## config.mk

```make
export PLATFORM = sky130hd
export DESIGN_NAME = svlt_core
export DESIGN_NICKNAME = d
export VERILOG_FILES = /design/src/verilog/svlt_pkg.sv /design/src/verilog/svlt_tfilt.sv /design/src/verilog/svlt_errcnt.sv /design/src/verilog/svlt_core.sv
export SDC_FILE = /design/constraint.sdc
export NUM_CORES = 2
export LEC_CHECK = 0
export BUFFER_PORTS_ARGS = -buffer_cell sky130_fd_sc_hd__buf_4
export CAP_MARGIN = 20
export CORE_ASPECT_RATIO = 0.5
export CORE_MARGIN = 2
export CORE_UTILIZATION = 60
export CTS_BUF_LIST = sky130_fd_sc_hd__clkbuf_4 sky130_fd_sc_hd__clkbuf_8 sky130_fd_sc_hd__clkbuf_16
export CTS_CLUSTER_SIZE = 20
export DETAILED_ROUTE_END_ITERATION = 12
export PLACE_DENSITY = 0.77
export RECOVER_POWER = 100
export SKIP_CTS_REPAIR_TIMING = 1
export SLEW_MARGIN = 20
export SYNTH_ARGS = -nofsm -noshare
export SYNTH_HDL_FRONTEND = slang
export SYNTH_SLANG_ARGS = --single-unit
```

## constraint.sdc

```tcl
create_clock -name I_CLOCK -period 20 [get_ports I_CLOCK]
set_clock_uncertainty 0.05 [all_clocks]
set_input_delay 3 -clock I_CLOCK [delete_from_list [all_inputs] [get_ports I_CLOCK]]
set_output_delay 3 -clock I_CLOCK [all_outputs]
set_load 0.01 [all_outputs]
```

## src/verilog/svlt_pkg.sv

```systemverilog
// Constants and types for the servo loop tuning core
// How it works
// - Torque filter 0..250, default 4, all modes
// - Larger filter constant gives slower torque response
// - Tuning engine loads speed and position gains
// - Speed gain 1..2000 Hz, integral 2..10000
// - More gain or less integral, faster response
// - Integral unit selectable as 0.01 ms
// - Position gain 1..200 per second, default 40
// - Error beyond overflow level raises position alarm
// - Feed-forward 0..100 percent, position mode only
// - Switch bits A,B zero select speed mode
// - Proportional input open PI, closed P in speed mode only
// - Speed mode uses speed input, ignores torque
`default_nettype none
package svlt_pkg;
	localparam int AW = 8;
	localparam int DW = 16;
	localparam logic [7:0] OFS_MSW = 8'h00;
	localparam logic [7:0] OFS_TF = 8'h01;
	localparam logic [7:0] OFS_KV = 8'h02;
	localparam logic [7:0] OFS_TI = 8'h03;
	localparam logic [7:0] OFS_KP = 8'h04;
	localparam logic [7:0] OFS_OVL = 8'h05;
	localparam logic [7:0] OFS_FF = 8'h06;
	localparam logic [7:0] OFS_STAT = 8'h07;
	localparam logic [7:0] OFS_MASK = 8'h08;
	localparam logic [7:0] OFS_ERR = 8'h09;
	// Memory switch field positions
	localparam int MSW_A = 0;
	localparam int MSW_B = 1;
	localparam int MSW_UNIT = 2;
	localparam logic [15:0] MSW_MASK = 16'h0007;
	localparam logic [15:0] TF_MIN = 16'h0000;
	localparam logic [15:0] TF_MAX = 16'h00fa;
	localparam logic [15:0] TF_RST = 16'h0004;
	localparam logic [15:0] KV_MIN = 16'h0001;
	localparam logic [15:0] KV_MAX = 16'h07d0;
	localparam logic [15:0] KV_RST = 16'h0028;
	localparam logic [15:0] TI_MIN = 16'h0002;
	localparam logic [15:0] TI_MAX = 16'h2710;
	localparam logic [15:0] TI_RST = 16'h0014;
	localparam logic [15:0] KP_MIN = 16'h0001;
	localparam logic [15:0] KP_MAX = 16'h00c8;
	localparam logic [15:0] KP_RST = 16'h0028;
	localparam logic [15:0] OVL_RST = 16'h0400;
	localparam logic [15:0] FF_MIN = 16'h0000;
	localparam logic [15:0] FF_MAX = 16'h0064;
	localparam logic [15:0] FF_RST = 16'h0000;
	// Status bits
	localparam int ST_OVF = 0;
	localparam int ST_CHG = 1;
	localparam int NSTAT = 2;
	// Timing
	localparam int CLK_NS = 50;
	localparam int SAMPLE_NS = 50000;
	localparam int SAMPLE_CYC = SAMPLE_NS / CLK_NS;
	localparam int MS_NS = 1000000;
	localparam int MS_CYC = MS_NS / CLK_NS;
	localparam int TEN_US_NS = 10000;
	localparam int TEN_US_CYC = TEN_US_NS / CLK_NS;
	// Fixed-point scaling
	localparam int SPD_SHIFT = 6;
	localparam int KP_SHIFT = 4;
	localparam int KV_SHIFT = 6;
	localparam int FF_MUL = 41;
	localparam int FF_SHIFT = 6;
	typedef enum logic [1:0] {
		MODE_SPEED = 2'b00,
		MODE_POSITION = 2'b01,
		MODE_TORQUE = 2'b10
	} svlt_mode_t;
	typedef enum logic [1:0] {
		ST_WAIT = 2'b00,
		ST_REF = 2'b01,
		ST_SPD = 2'b10,
		ST_OUT = 2'b11
	} svlt_state_t;
endpackage
`default_nettype wire

```

## src/verilog/svlt_tfilt.sv

```systemverilog
// First-order torque reference filter
`timescale 1ns/10ps
`default_nettype none
module svlt_tfilt (
	input wire logic i_clk,
	input wire logic i_srst,
	input wire logic i_ce,
	input wire logic i_stb,
	input wire logic signed [15:0] i_x,
	input wire logic [15:0] i_tc,
	output logic signed [15:0] o_y
);
	logic signed [31:0] acc_q;
	logic signed [31:0] acc_d;

	// Shift grows with the constant; zero passes straight through
	function automatic logic [3:0] shift_of(input logic [15:0] tc);
		logic [3:0] s;
		s = 4'h0;
		for (int i = 0; i < 8; i++) begin
			if (tc[i]) begin
				s = 4'(i + 1);
			end
		end
		return s;
	endfunction

	always_comb begin
		acc_d = acc_q;
		if (i_stb) begin
			acc_d = acc_q + (($signed({{8{i_x[15]}}, i_x, 8'h00}) - acc_q) >>> shift_of(i_tc));
		end
	end

	always_ff @(posedge i_clk) begin
		if (i_srst) begin
			acc_q <= 32'sh0;
		end else if (i_ce) begin
			acc_q <= acc_d;
		end
	end

	assign o_y = acc_q[23:8];
endmodule
`default_nettype wire

```

## src/verilog/svlt_errcnt.sv

```systemverilog
// Position error pulse counter with overflow detect
`timescale 1ns/10ps
`default_nettype none
module svlt_errcnt (
	input wire logic i_clk,
	input wire logic i_srst,
	input wire logic i_ce,
	input wire logic i_en,
	input wire logic i_ref_up,
	input wire logic i_ref_dn,
	input wire logic i_fb_up,
	input wire logic i_fb_dn,
	input wire logic [15:0] i_level,
	output logic signed [23:0] o_err,
	output logic o_ovf
);
	logic signed [23:0] cnt_q;
	logic signed [23:0] cnt_d;
	logic ovf_q;
	logic ovf_d;
	logic signed [23:0] delta;
	logic [23:0] mag;

	always_comb begin
		delta = 24'(signed'({1'b0, i_ref_up})) - 24'(signed'({1'b0, i_ref_dn}))
			- 24'(signed'({1'b0, i_fb_up})) + 24'(signed'({1'b0, i_fb_dn}));
		cnt_d = i_en ? cnt_q + delta : 24'sh0;
		mag = cnt_d[23] ? 24'(-cnt_d) : 24'(cnt_d);
		ovf_d = i_en && (mag > {8'h00, i_level});
	end

	always_ff @(posedge i_clk) begin
		if (i_srst) begin
			cnt_q <= 24'sh0;
			ovf_q <= 1'b0;
		end else if (i_ce) begin
			cnt_q <= cnt_d;
			ovf_q <= ovf_d;
		end
	end

	assign o_err = cnt_q;
	assign o_ovf = ovf_q;
endmodule
`default_nettype wire

```

## src/verilog/svlt_core.sv

```systemverilog
// Servo loop core: tuning registers, speed and position loops
//
// Added by the designer: the register addresses and the strobed register port.
`timescale 1ns/10ps
`default_nettype none
module svlt_core #(
	parameter int P_MS_CYCLES = svlt_pkg::MS_CYC
) (
	input wire logic I_CLOCK,
	input wire logic I_SRST,
	input wire logic I_CE,
	input wire logic [7:0] I_ADDR,
	input wire logic [15:0] I_WDATA,
	input wire logic I_WR,
	input wire logic I_RD,
	output logic [15:0] O_RDATA,
	input wire logic I_TUNE_LOAD,
	input wire logic [15:0] I_TUNE_KV,
	input wire logic [15:0] I_TUNE_TI,
	input wire logic [15:0] I_TUNE_KP,
	input wire logic signed [15:0] I_SPEED_REF,
	input wire logic signed [15:0] I_TORQUE_REF,
	input wire logic I_REF_UP,
	input wire logic I_REF_DN,
	input wire logic I_FB_UP,
	input wire logic I_FB_DN,
	input wire logic I_PROPORTIONAL_SELECT_INPUT,
	output logic signed [15:0] O_TORQUE_CMD,
	output logic O_P_CONTROL,
	output logic O_POS_ALARM,
	output logic O_INT
);
	logic [15:0] msw_q, msw_d, tf_q, tf_d, kv_q, kv_d, ti_q, ti_d;
	logic [15:0] kp_q, kp_d, ovl_q, ovl_d, ff_q, ff_d, rdata_q, rdata_d;
	logic [1:0] stat_q, stat_d, mask_q, mask_d, ev;
	logic [4:0] s1_q, s2_q, s3_q;
	logic [4:0] rise;
	svlt_pkg::svlt_state_t st_q, st_d;
	svlt_pkg::svlt_mode_t mode;
	logic [15:0] smp_q, smp_d, unit_q, unit_d, tic_q, tic_d, unit_lim;
	logic due_q, due_d, pi_act, pcon, flt_stb_q, flt_stb_d;
	logic signed [11:0] fbc_q, fbc_d, refc_q, refc_d;
	logic signed [11:0] fbr_q, fbr_d, refr_q, refr_d;
	logic signed [15:0] cmd_q, cmd_d, serr_q, serr_d, raw_q, raw_d, integ_q, integ_d;
	logic signed [31:0] pterm_q, pterm_d;
	logic signed [23:0] perr;
	logic ovf;

	function automatic logic [15:0] clamp(input logic [15:0] v, input logic [15:0] lo,
		input logic [15:0] hi);
		return (v < lo) ? lo : ((v > hi) ? hi : v);
	endfunction

	function automatic logic signed [15:0] sat16(input logic signed [31:0] v);
		if (v > 32'sd32767) begin
			return 16'sh7fff;
		end else if (v < -32'sd32768) begin
			return 16'sh8000;
		end
		return v[15:0];
	endfunction

	function automatic logic signed [11:0] step(input logic signed [11:0] c,
		input logic up, input logic dn);
		return c + 12'(signed'({1'b0, up})) - 12'(signed'({1'b0, dn}));
	endfunction

	// Pins are asynchronous to the core clock
	always_ff @(posedge I_CLOCK) begin
		if (I_SRST) begin
			s1_q <= 5'h00;
			s2_q <= 5'h00;
			s3_q <= 5'h00;
		end else if (I_CE) begin
			s1_q <= {I_PROPORTIONAL_SELECT_INPUT, I_FB_DN, I_FB_UP, I_REF_DN, I_REF_UP};
			s2_q <= s1_q;
			s3_q <= s2_q;
		end
	end
	assign rise = s2_q & ~s3_q;
	assign pcon = s2_q[4];

	// bits A,B zero give speed mode
	always_comb begin
		case ({msw_q[svlt_pkg::MSW_B], msw_q[svlt_pkg::MSW_A]})
			2'b00: begin
				mode = svlt_pkg::MODE_SPEED;
			end
			2'b01: begin
				mode = svlt_pkg::MODE_POSITION;
			end
			default: begin
				mode = svlt_pkg::MODE_TORQUE;
			end
		endcase
	end

	// closed input selects P in speed mode
	assign O_P_CONTROL = (mode == svlt_pkg::MODE_SPEED) && pcon;
	assign pi_act = (mode != svlt_pkg::MODE_TORQUE) && !O_P_CONTROL;

	svlt_errcnt u_errcnt (
		.i_clk(I_CLOCK),
		.i_srst(I_SRST),
		.i_ce(I_CE),
		.i_en(mode == svlt_pkg::MODE_POSITION),
		.i_ref_up(rise[0]),
		.i_ref_dn(rise[1]),
		.i_fb_up(rise[2]),
		.i_fb_dn(rise[3]),
		.i_level(ovl_q),
		.o_err(perr),
		.o_ovf(ovf)
	);
	assign O_POS_ALARM = ovf;

	svlt_tfilt u_tfilt (
		.i_clk(I_CLOCK),
		.i_srst(I_SRST),
		.i_ce(I_CE),
		.i_stb(flt_stb_q),
		.i_x(raw_q),
		.i_tc(tf_q),
		.o_y(O_TORQUE_CMD)
	);

	// integral time base, ms or 0.01 ms
	assign unit_lim = msw_q[svlt_pkg::MSW_UNIT] ? 16'(svlt_pkg::TEN_US_CYC) : 16'(P_MS_CYCLES);

	always_comb begin
		unit_d = unit_q + 16'h0001;
		tic_d = tic_q;
		due_d = due_q;
		if (unit_q >= unit_lim - 16'h0001) begin
			unit_d = 16'h0000;
			tic_d = tic_q + 16'h0001;
			if (tic_q >= ti_q - 16'h0001) begin
				tic_d = 16'h0000;
				due_d = 1'b1;
			end
		end
		if (st_q == svlt_pkg::ST_OUT) begin
			due_d = 1'b0;
		end
	end

	// Sample sequencer and loop arithmetic
	always_comb begin
		st_d = st_q;
		smp_d = smp_q + 16'h0001;
		fbc_d = step(fbc_q, rise[2], rise[3]);
		refc_d = step(refc_q, rise[0], rise[1]);
		fbr_d = fbr_q;
		refr_d = refr_q;
		cmd_d = cmd_q;
		serr_d = serr_q;
		pterm_d = pterm_q;
		raw_d = raw_q;
		integ_d = pi_act ? integ_q : 16'sh0;
		flt_stb_d = 1'b0;
		case (st_q)
			svlt_pkg::ST_WAIT: begin
				if (smp_q >= 16'(svlt_pkg::SAMPLE_CYC - 1)) begin
					smp_d = 16'h0000;
					fbr_d = fbc_d;
					refr_d = refc_d;
					fbc_d = 12'sh0;
					refc_d = 12'sh0;
					st_d = svlt_pkg::ST_REF;
				end
			end
			svlt_pkg::ST_REF: begin
				if (mode == svlt_pkg::MODE_POSITION) begin
					// feed-forward from reference rate
					// Gains widened as positive signed so a negative error stays negative
					cmd_d = sat16(((32'(perr) * 32'(signed'({1'b0, kp_q})))
						>>> svlt_pkg::KP_SHIFT)
						+ ((32'(refr_q) * 32'(signed'({1'b0, ff_q})) * svlt_pkg::FF_MUL)
						>>> svlt_pkg::FF_SHIFT));
				end else begin
					// analog speed input is the reference
					cmd_d = I_SPEED_REF;
				end
				st_d = svlt_pkg::ST_SPD;
			end
			svlt_pkg::ST_SPD: begin
				serr_d = sat16(32'(cmd_q) - (32'(fbr_q) <<< svlt_pkg::SPD_SHIFT));
				pterm_d = 32'(sat16((32'(serr_d) * 32'(signed'({1'b0, kv_q})))
					>>> svlt_pkg::KV_SHIFT));
				st_d = svlt_pkg::ST_OUT;
			end
			default: begin
				if (pi_act && due_q) begin
					integ_d = sat16(32'(integ_q) + pterm_q);
				end
				// torque input only used in torque mode
				raw_d = (mode == svlt_pkg::MODE_TORQUE) ? I_TORQUE_REF
					: sat16(pterm_q + 32'(integ_d));
				flt_stb_d = 1'b1;
				st_d = svlt_pkg::ST_WAIT;
			end
		endcase
	end

	// Register writes and status
	always_comb begin
		msw_d = msw_q;
		tf_d = tf_q;
		kv_d = kv_q;
		ti_d = ti_q;
		kp_d = kp_q;
		ovl_d = ovl_q;
		ff_d = ff_q;
		mask_d = mask_q;
		rdata_d = 16'h0000;
		ev = 2'b00;
		ev[svlt_pkg::ST_OVF] = ovf;
		ev[svlt_pkg::ST_CHG] = (mode == svlt_pkg::MODE_SPEED) && (s2_q[4] ^ s3_q[4]);
		stat_d = stat_q;
		if (I_WR) begin
			case (I_ADDR)
				svlt_pkg::OFS_MSW: msw_d = I_WDATA & svlt_pkg::MSW_MASK;
				svlt_pkg::OFS_TF: tf_d = clamp(I_WDATA, svlt_pkg::TF_MIN, svlt_pkg::TF_MAX);
				svlt_pkg::OFS_KV: kv_d = clamp(I_WDATA, svlt_pkg::KV_MIN, svlt_pkg::KV_MAX);
				svlt_pkg::OFS_TI: ti_d = clamp(I_WDATA, svlt_pkg::TI_MIN, svlt_pkg::TI_MAX);
				svlt_pkg::OFS_KP: kp_d = clamp(I_WDATA, svlt_pkg::KP_MIN, svlt_pkg::KP_MAX);
				svlt_pkg::OFS_OVL: ovl_d = I_WDATA;
				svlt_pkg::OFS_FF: ff_d = clamp(I_WDATA, svlt_pkg::FF_MIN, svlt_pkg::FF_MAX);
				svlt_pkg::OFS_MASK: mask_d = I_WDATA[1:0];
				default: begin
				end
			endcase
		end
		// tuning result overrides a bus write
		if (I_TUNE_LOAD) begin
			kv_d = clamp(I_TUNE_KV, svlt_pkg::KV_MIN, svlt_pkg::KV_MAX);
			ti_d = clamp(I_TUNE_TI, svlt_pkg::TI_MIN, svlt_pkg::TI_MAX);
			kp_d = clamp(I_TUNE_KP, svlt_pkg::KP_MIN, svlt_pkg::KP_MAX);
		end
		if (I_RD) begin
			case (I_ADDR)
				svlt_pkg::OFS_MSW: rdata_d = msw_q;
				svlt_pkg::OFS_TF: rdata_d = tf_q;
				svlt_pkg::OFS_KV: rdata_d = kv_q;
				svlt_pkg::OFS_TI: rdata_d = ti_q;
				svlt_pkg::OFS_KP: rdata_d = kp_q;
				svlt_pkg::OFS_OVL: rdata_d = ovl_q;
				svlt_pkg::OFS_FF: rdata_d = ff_q;
				svlt_pkg::OFS_STAT: begin
					rdata_d = {14'h0000, stat_q};
					stat_d = 2'b00;
				end
				svlt_pkg::OFS_MASK: rdata_d = {14'h0000, mask_q};
				svlt_pkg::OFS_ERR: rdata_d = perr[15:0];
				default: rdata_d = 16'h0000;
			endcase
		end
		// New events win over a clearing read
		stat_d = stat_d | ev;
	end

	always_ff @(posedge I_CLOCK) begin
		if (I_SRST) begin
			msw_q <= 16'h0000;
			tf_q <= svlt_pkg::TF_RST;
			kv_q <= svlt_pkg::KV_RST;
			ti_q <= svlt_pkg::TI_RST;
			kp_q <= svlt_pkg::KP_RST;
			ovl_q <= svlt_pkg::OVL_RST;
			ff_q <= svlt_pkg::FF_RST;
			mask_q <= 2'b00;
			stat_q <= 2'b00;
			rdata_q <= 16'h0000;
			st_q <= svlt_pkg::ST_WAIT;
			smp_q <= 16'h0000;
			unit_q <= 16'h0000;
			tic_q <= 16'h0000;
			due_q <= 1'b0;
			fbc_q <= 12'sh0;
			refc_q <= 12'sh0;
			fbr_q <= 12'sh0;
			refr_q <= 12'sh0;
			cmd_q <= 16'sh0;
			serr_q <= 16'sh0;
			pterm_q <= 32'sh0;
			raw_q <= 16'sh0;
			integ_q <= 16'sh0;
			flt_stb_q <= 1'b0;
		end else if (I_CE) begin
			msw_q <= msw_d;
			tf_q <= tf_d;
			kv_q <= kv_d;
			ti_q <= ti_d;
			kp_q <= kp_d;
			ovl_q <= ovl_d;
			ff_q <= ff_d;
			mask_q <= mask_d;
			stat_q <= stat_d;
			rdata_q <= rdata_d;
			st_q <= st_d;
			smp_q <= smp_d;
			unit_q <= unit_d;
			tic_q <= tic_d;
			due_q <= due_d;
			fbc_q <= fbc_d;
			refc_q <= refc_d;
			fbr_q <= fbr_d;
			refr_q <= refr_d;
			cmd_q <= cmd_d;
			serr_q <= serr_d;
			pterm_q <= pterm_d;
			raw_q <= raw_d;
			integ_q <= integ_d;
			flt_stb_q <= flt_stb_d;
		end
	end

	assign O_RDATA = rdata_q;
	assign O_INT = |(stat_q & mask_q);

	a_tf_clamp: assert property (@(posedge I_CLOCK) disable iff (I_SRST)
		(I_CE && I_WR && I_ADDR == svlt_pkg::OFS_TF && I_WDATA > 16'h00fa)
		|=> tf_q == 16'h00fa) else $error("torque filter not clamped");
	a_kv_range: assert property (@(posedge I_CLOCK) disable iff (I_SRST)
		kv_q >= 16'h0001 && kv_q <= 16'h07d0) else $error("speed gain out of range");
	a_ti_range: assert property (@(posedge I_CLOCK) disable iff (I_SRST)
		ti_q >= 16'h0002 && ti_q <= 16'h2710) else $error("integral time out of range");
	a_kp_tune: assert property (@(posedge I_CLOCK) disable iff (I_SRST)
		(I_CE && I_TUNE_LOAD && I_TUNE_KP >= 16'h0001 && I_TUNE_KP <= 16'h00c8)
		|=> kp_q == $past(I_TUNE_KP)) else $error("tuned position gain not loaded");
	a_ff_range: assert property (@(posedge I_CLOCK) disable iff (I_SRST)
		ff_q <= 16'h0064) else $error("feed-forward gain above 100");
	a_ovf_status: assert property (@(posedge I_CLOCK) disable iff (I_SRST)
		(I_CE && ovf) |=> stat_q[0]) else $error("overflow alarm not latched");
	a_p_clears: assert property (@(posedge I_CLOCK) disable iff (I_SRST)
		(I_CE && st_q == svlt_pkg::ST_OUT && O_P_CONTROL) |=> integ_q == 16'sh0)
		else $error("integrator kept in P control");
	a_read_clear: assert property (@(posedge I_CLOCK) disable iff (I_SRST)
		(I_CE && I_RD && I_ADDR == svlt_pkg::OFS_STAT && ev == 2'b00) |=> stat_q == 2'b00)
		else $error("status not cleared by read");
	a_rdata_once: assert property (@(posedge I_CLOCK) disable iff (I_SRST)
		(I_CE && !I_RD) |=> O_RDATA == 16'h0000) else $error("read data outside slot");
endmodule
`default_nettype wire

```

==> parameters.txt <==
Parameter                              Value

Timing
  Final-report max-slew violation count    about 370
  Setup TNS    0 ns
  Final Hold Violating Endpoints    0
  Worst-Margin Slew    ~4.7 ns
  Final period util    ~71%
  Unrepaired setup endpoints after global routing    no
  Relative slew margins    -214%
  Highest achievable clock rate    about 71 MHz
  Final number of setup-violating endpoints    0
  Minimum clock period    roughly 14 ns

Floorplanning
  Starting density of the core    60.8%
  Die Outline Area    around 0.095 mm2
  Die Width    approximately 430 um
  Placement row count    roughly 80
  Die extent in y    ~220 um
  Ports placed on the boundary    150
  Floorplan Core Area    around 0.091 mm2

Yosys
  Commonest cells in the netlist    sky130_fd_sc_hd__inv_1 (1060), sky130_fd_sc_hd__nand2_1 (872), sky130_fd_sc_hd__fa_1 (665)
  Number of enable-type register cells in the synthesized netlist    0
  Post-synthesis register bit count    approximately 360
  Leading register cell type out of synthesis    sky130_fd_sc_hd__dfxtp_1
  Cells taking the most area after synthesis    sky130_fd_sc_hd__fa_1 (24%), sky130_fd_sc_hd__ha_1 (14%), sky130_fd_sc_hd__dfxtp_1 (13%)
  Gate count after technology mapping    6838
  Leading area contributor after synthesis    sky130_fd_sc_hd__fa_1
  Post-synth top area share    between 20 and 25%
  Number of distinct library cells after synthesis    93
  Yosys warnings    0
  Post-synthesis sequential area ratio    approximately 13%
  Nets in the synthesized netlist    just over 8000
  Most instantiated library cell after synthesis    sky130_fd_sc_hd__inv_1
  Share of synthesized flip-flops with an asynchronous set or reset    0%
  Mapped Area    between 0.05 and 0.06 mm2
  Per-instance average area after synthesis    between 8 and 9 um2

Power and ir drop
  Maximum resistive drop on vdd    between 40 and 50 uV
  Power per cell area    31.6 mW/mm2
  Post-route total power    0.00185 W
  Leakage component of the power    28.0 nW

Critical path
  Critical path data arrival time    14.61 ns
  Critical Path Slowest Stage Cell    sky130_fd_sc_hd__o41ai_1
  Element type at the critical path end    flip-flop
  Required @ worst endpoint    around 20 ns
  Worst setup startpoint    refr_q[11]
  FF-to-FF setup slack    5.84 ns
  Critical path class    flip-flop to flip-flop
  Worst r2r src    refr_q[11]
  Critical-path maximum fanout    15
  Reg-to-reg critical path endpoint    cmd_q[13]
  Startpoint Class    flip-flop
  Critical Path Most Common Cell    sky130_fd_sc_hd__fa_1
  Capturing element of the worst setup path    cmd_q[13]
  Depth of the most critical reg-to-reg path    42
  Largest stage delay on the critical path    2.57 ns

Placement
  Final weighted congestion in routability-driven placement    a little under 1
  Estimated wirelength of the detail-placed design    127000 um
  Placed Instance Area    between 0.05 and 0.06 mm2
  Number of input and output port buffers inserted    149

Global routing
  Global routing usage summed across all routing layers    between 30% and 40%
  Number of antenna violations at the first check in global routing    6
  Maximum number of pins on one net before global-route repair    94
  Wire length of the first global-routing pass    about 260000 um
  Number of global-route vias before repair    ~50000
  GR Overflow Total    0

Run status
  Failing checks    capacitance limit, slew limit
  Result of the run    complete, but fails checks

Drt
  DRT antenna net count    0
  Per-cell via count in the routed design    around 6
  Total via count after detailed routing    around 48000
  Detailed Route Iter0 Violations    slightly above 4000
  Total wirelength of the detailed-routed design    around 160000 um
  Detailed Routing Iterations Pass 1    9
  Number of remaining DRC errors    0
  WL/cell    20.3 um

Min path
  Worst min-delay path category    flip-flop to flip-flop

Final layout
  Flip-flop count of the largest register, all copies and words added    32
  Fill cells    just under 8000
  Proportion of layout cells with a drive suffix above 1    about 5.3%
  Net count, final    about 8000
  Register name with the most flops    u_tfilt.acc_q
  Syn-to-layout area delta    5.69%
  Cell area after layout    a little under 0.06 mm2

Run
  Max cap viols    8

CTS
  Clock-pin slew of the registers on the worst-case setup and hold paths    roughly 0.07 ns
  Source-to-sink clock delay at the later pin of the worst-skew pair    ~0.6 ns
  H-tree depth    2
  Cts bufs inserted    39
  CTS Buffer Depth    3
  Clock Root Buffer    sky130_fd_sc_hd__clkbuf_16
  Number of sinks handled by clock tree synthesis    approximately 360
  Clock tree from TritonCTS    built
==> where the power goes <==
group	leakage, nW	internal [W]	total, W	switching [W]
combinational	24.5	0.000145	0.000355	0.000210
sequential	2.87	0.000725	0.000746	0.0000215
clock	0.617	0.000403	0.000748	0.000345
total	28.0	0.00127	0.00185	0.000576
==> placed cells by master (no fill, tap or decap), types with 46 or more instances in the layout <==
| cell type | netlist | final |
|---|---|---|
| sky130_fd_sc_hd__a21o_1 | 85 | 85 |
| sky130_fd_sc_hd__nand3_1 | 91 | 91 |
| sky130_fd_sc_hd__a211oi_1 | 46 | 46 |
| sky130_fd_sc_hd__and2_1 | 288 | 287 |
| sky130_fd_sc_hd__inv_1 | 1060 | 1060 |
| sky130_fd_sc_hd__and3_1 | 66 | 66 |
| sky130_fd_sc_hd__nor2_1 | 480 | 480 |
| sky130_fd_sc_hd__a31oi_1 | 46 | 46 |
| sky130_fd_sc_hd__or3_1 | 49 | 49 |
| sky130_fd_sc_hd__o21ai_0 | 229 | 239 |
| sky130_fd_sc_hd__ha_1 | 605 | 605 |
| sky130_fd_sc_hd__nand2b_1 | 66 | 66 |
| sky130_fd_sc_hd__a21oi_1 | 355 | 351 |
| sky130_fd_sc_hd__nor3_1 | 125 | 124 |
| sky130_fd_sc_hd__dfxtp_1 | 355 | 354 |
| sky130_fd_sc_hd__xnor2_1 | 211 | 211 |
| sky130_fd_sc_hd__buf_4 | 16 | 188 |
| sky130_fd_sc_hd__fa_1 | 665 | 665 |
| sky130_fd_sc_hd__xor2_1 | 112 | 112 |
| sky130_fd_sc_hd__mux2i_1 | 95 | 95 |
| sky130_fd_sc_hd__nand2_1 | 872 | 872 |
==> metrics by stage <==
stage	setup slack [ns]	hold WS (ns)	util [%]	instances
6_report	5.84	0.404	64.2	8057
5_1_grt	5.05	0.428	64.2	8056
4_1_cts	7.80	0.406	64.4	8054
3_5_place_dp	7.83	0.398	63.0	7983
3_3_place_gp	8.24	0.398	63.0	7982
2_1_floorplan	9.26	0.375	-	6838
==> worst min path at each step <==
stage | slack [ns] | depth (start not counted) | to | start
detailed placement | 0.40 | 2 | fbr_q[3] | fbr_q[3]
finish | 0.40 | 2 | fbr_q[3] | fbr_q[3]
global placement | 0.40 | 2 | fbc_q[0] | fbc_q[0]
floorplan | 0.38 | 2 | cmd_q[2] | cmd_q[2]
global route | 0.43 | 2 | raw_q[1] | raw_q[1]
CTS | 0.41 | 2 | fbr_q[3] | fbr_q[3]
==> final cells by class <==
cell class	count	area [um2]	area share, %
multi-input combinational	5096	43000	73.5
sequential	355	7110	12.2
inverter	1063	3990	6.82
timing repair buffer	229	1570	2.68
tap	1240	1550	2.65
clock buffer	49	1080	1.84
clock inverter	22	204	0.349
antenna	3	7.51	0.0128
==> cell families after synthesis <==
logic type      Yosys count  share of synthesized area, %
mux                     118                          2.29
simple gates           2216                          18.6
buf+inv                1387                          9.55
xor+xnor                323                          5.11
flops                   355                          12.8
fa+ha+maj              1279                          37.9
compound gates         1160                          13.7
==> worst max-delay path: cells and delay by family, from the launching register on <==
kind / cells / cell delay [ns]
adder cells (fa/ha/maj): 11 / 4.60
flip-flops: 1 / 0.71
XOR/XNOR: 1 / 0.31
buffers and inverters: 5 / 0.74
AND/OR/NAND/NOR: 10 / 1.75
AO/OA/AOI/OAI: 15 / 5.87
==> routing by layer <==
layer | wire, um | track usage, %
met5 | 18 | 0
met1 | 68600 | 46.6
met4 | 7730 | 15.2
met3 | 13500 | 5.21
met2 | 73500 | 56.2
Power figures use the tool's default switching activity.
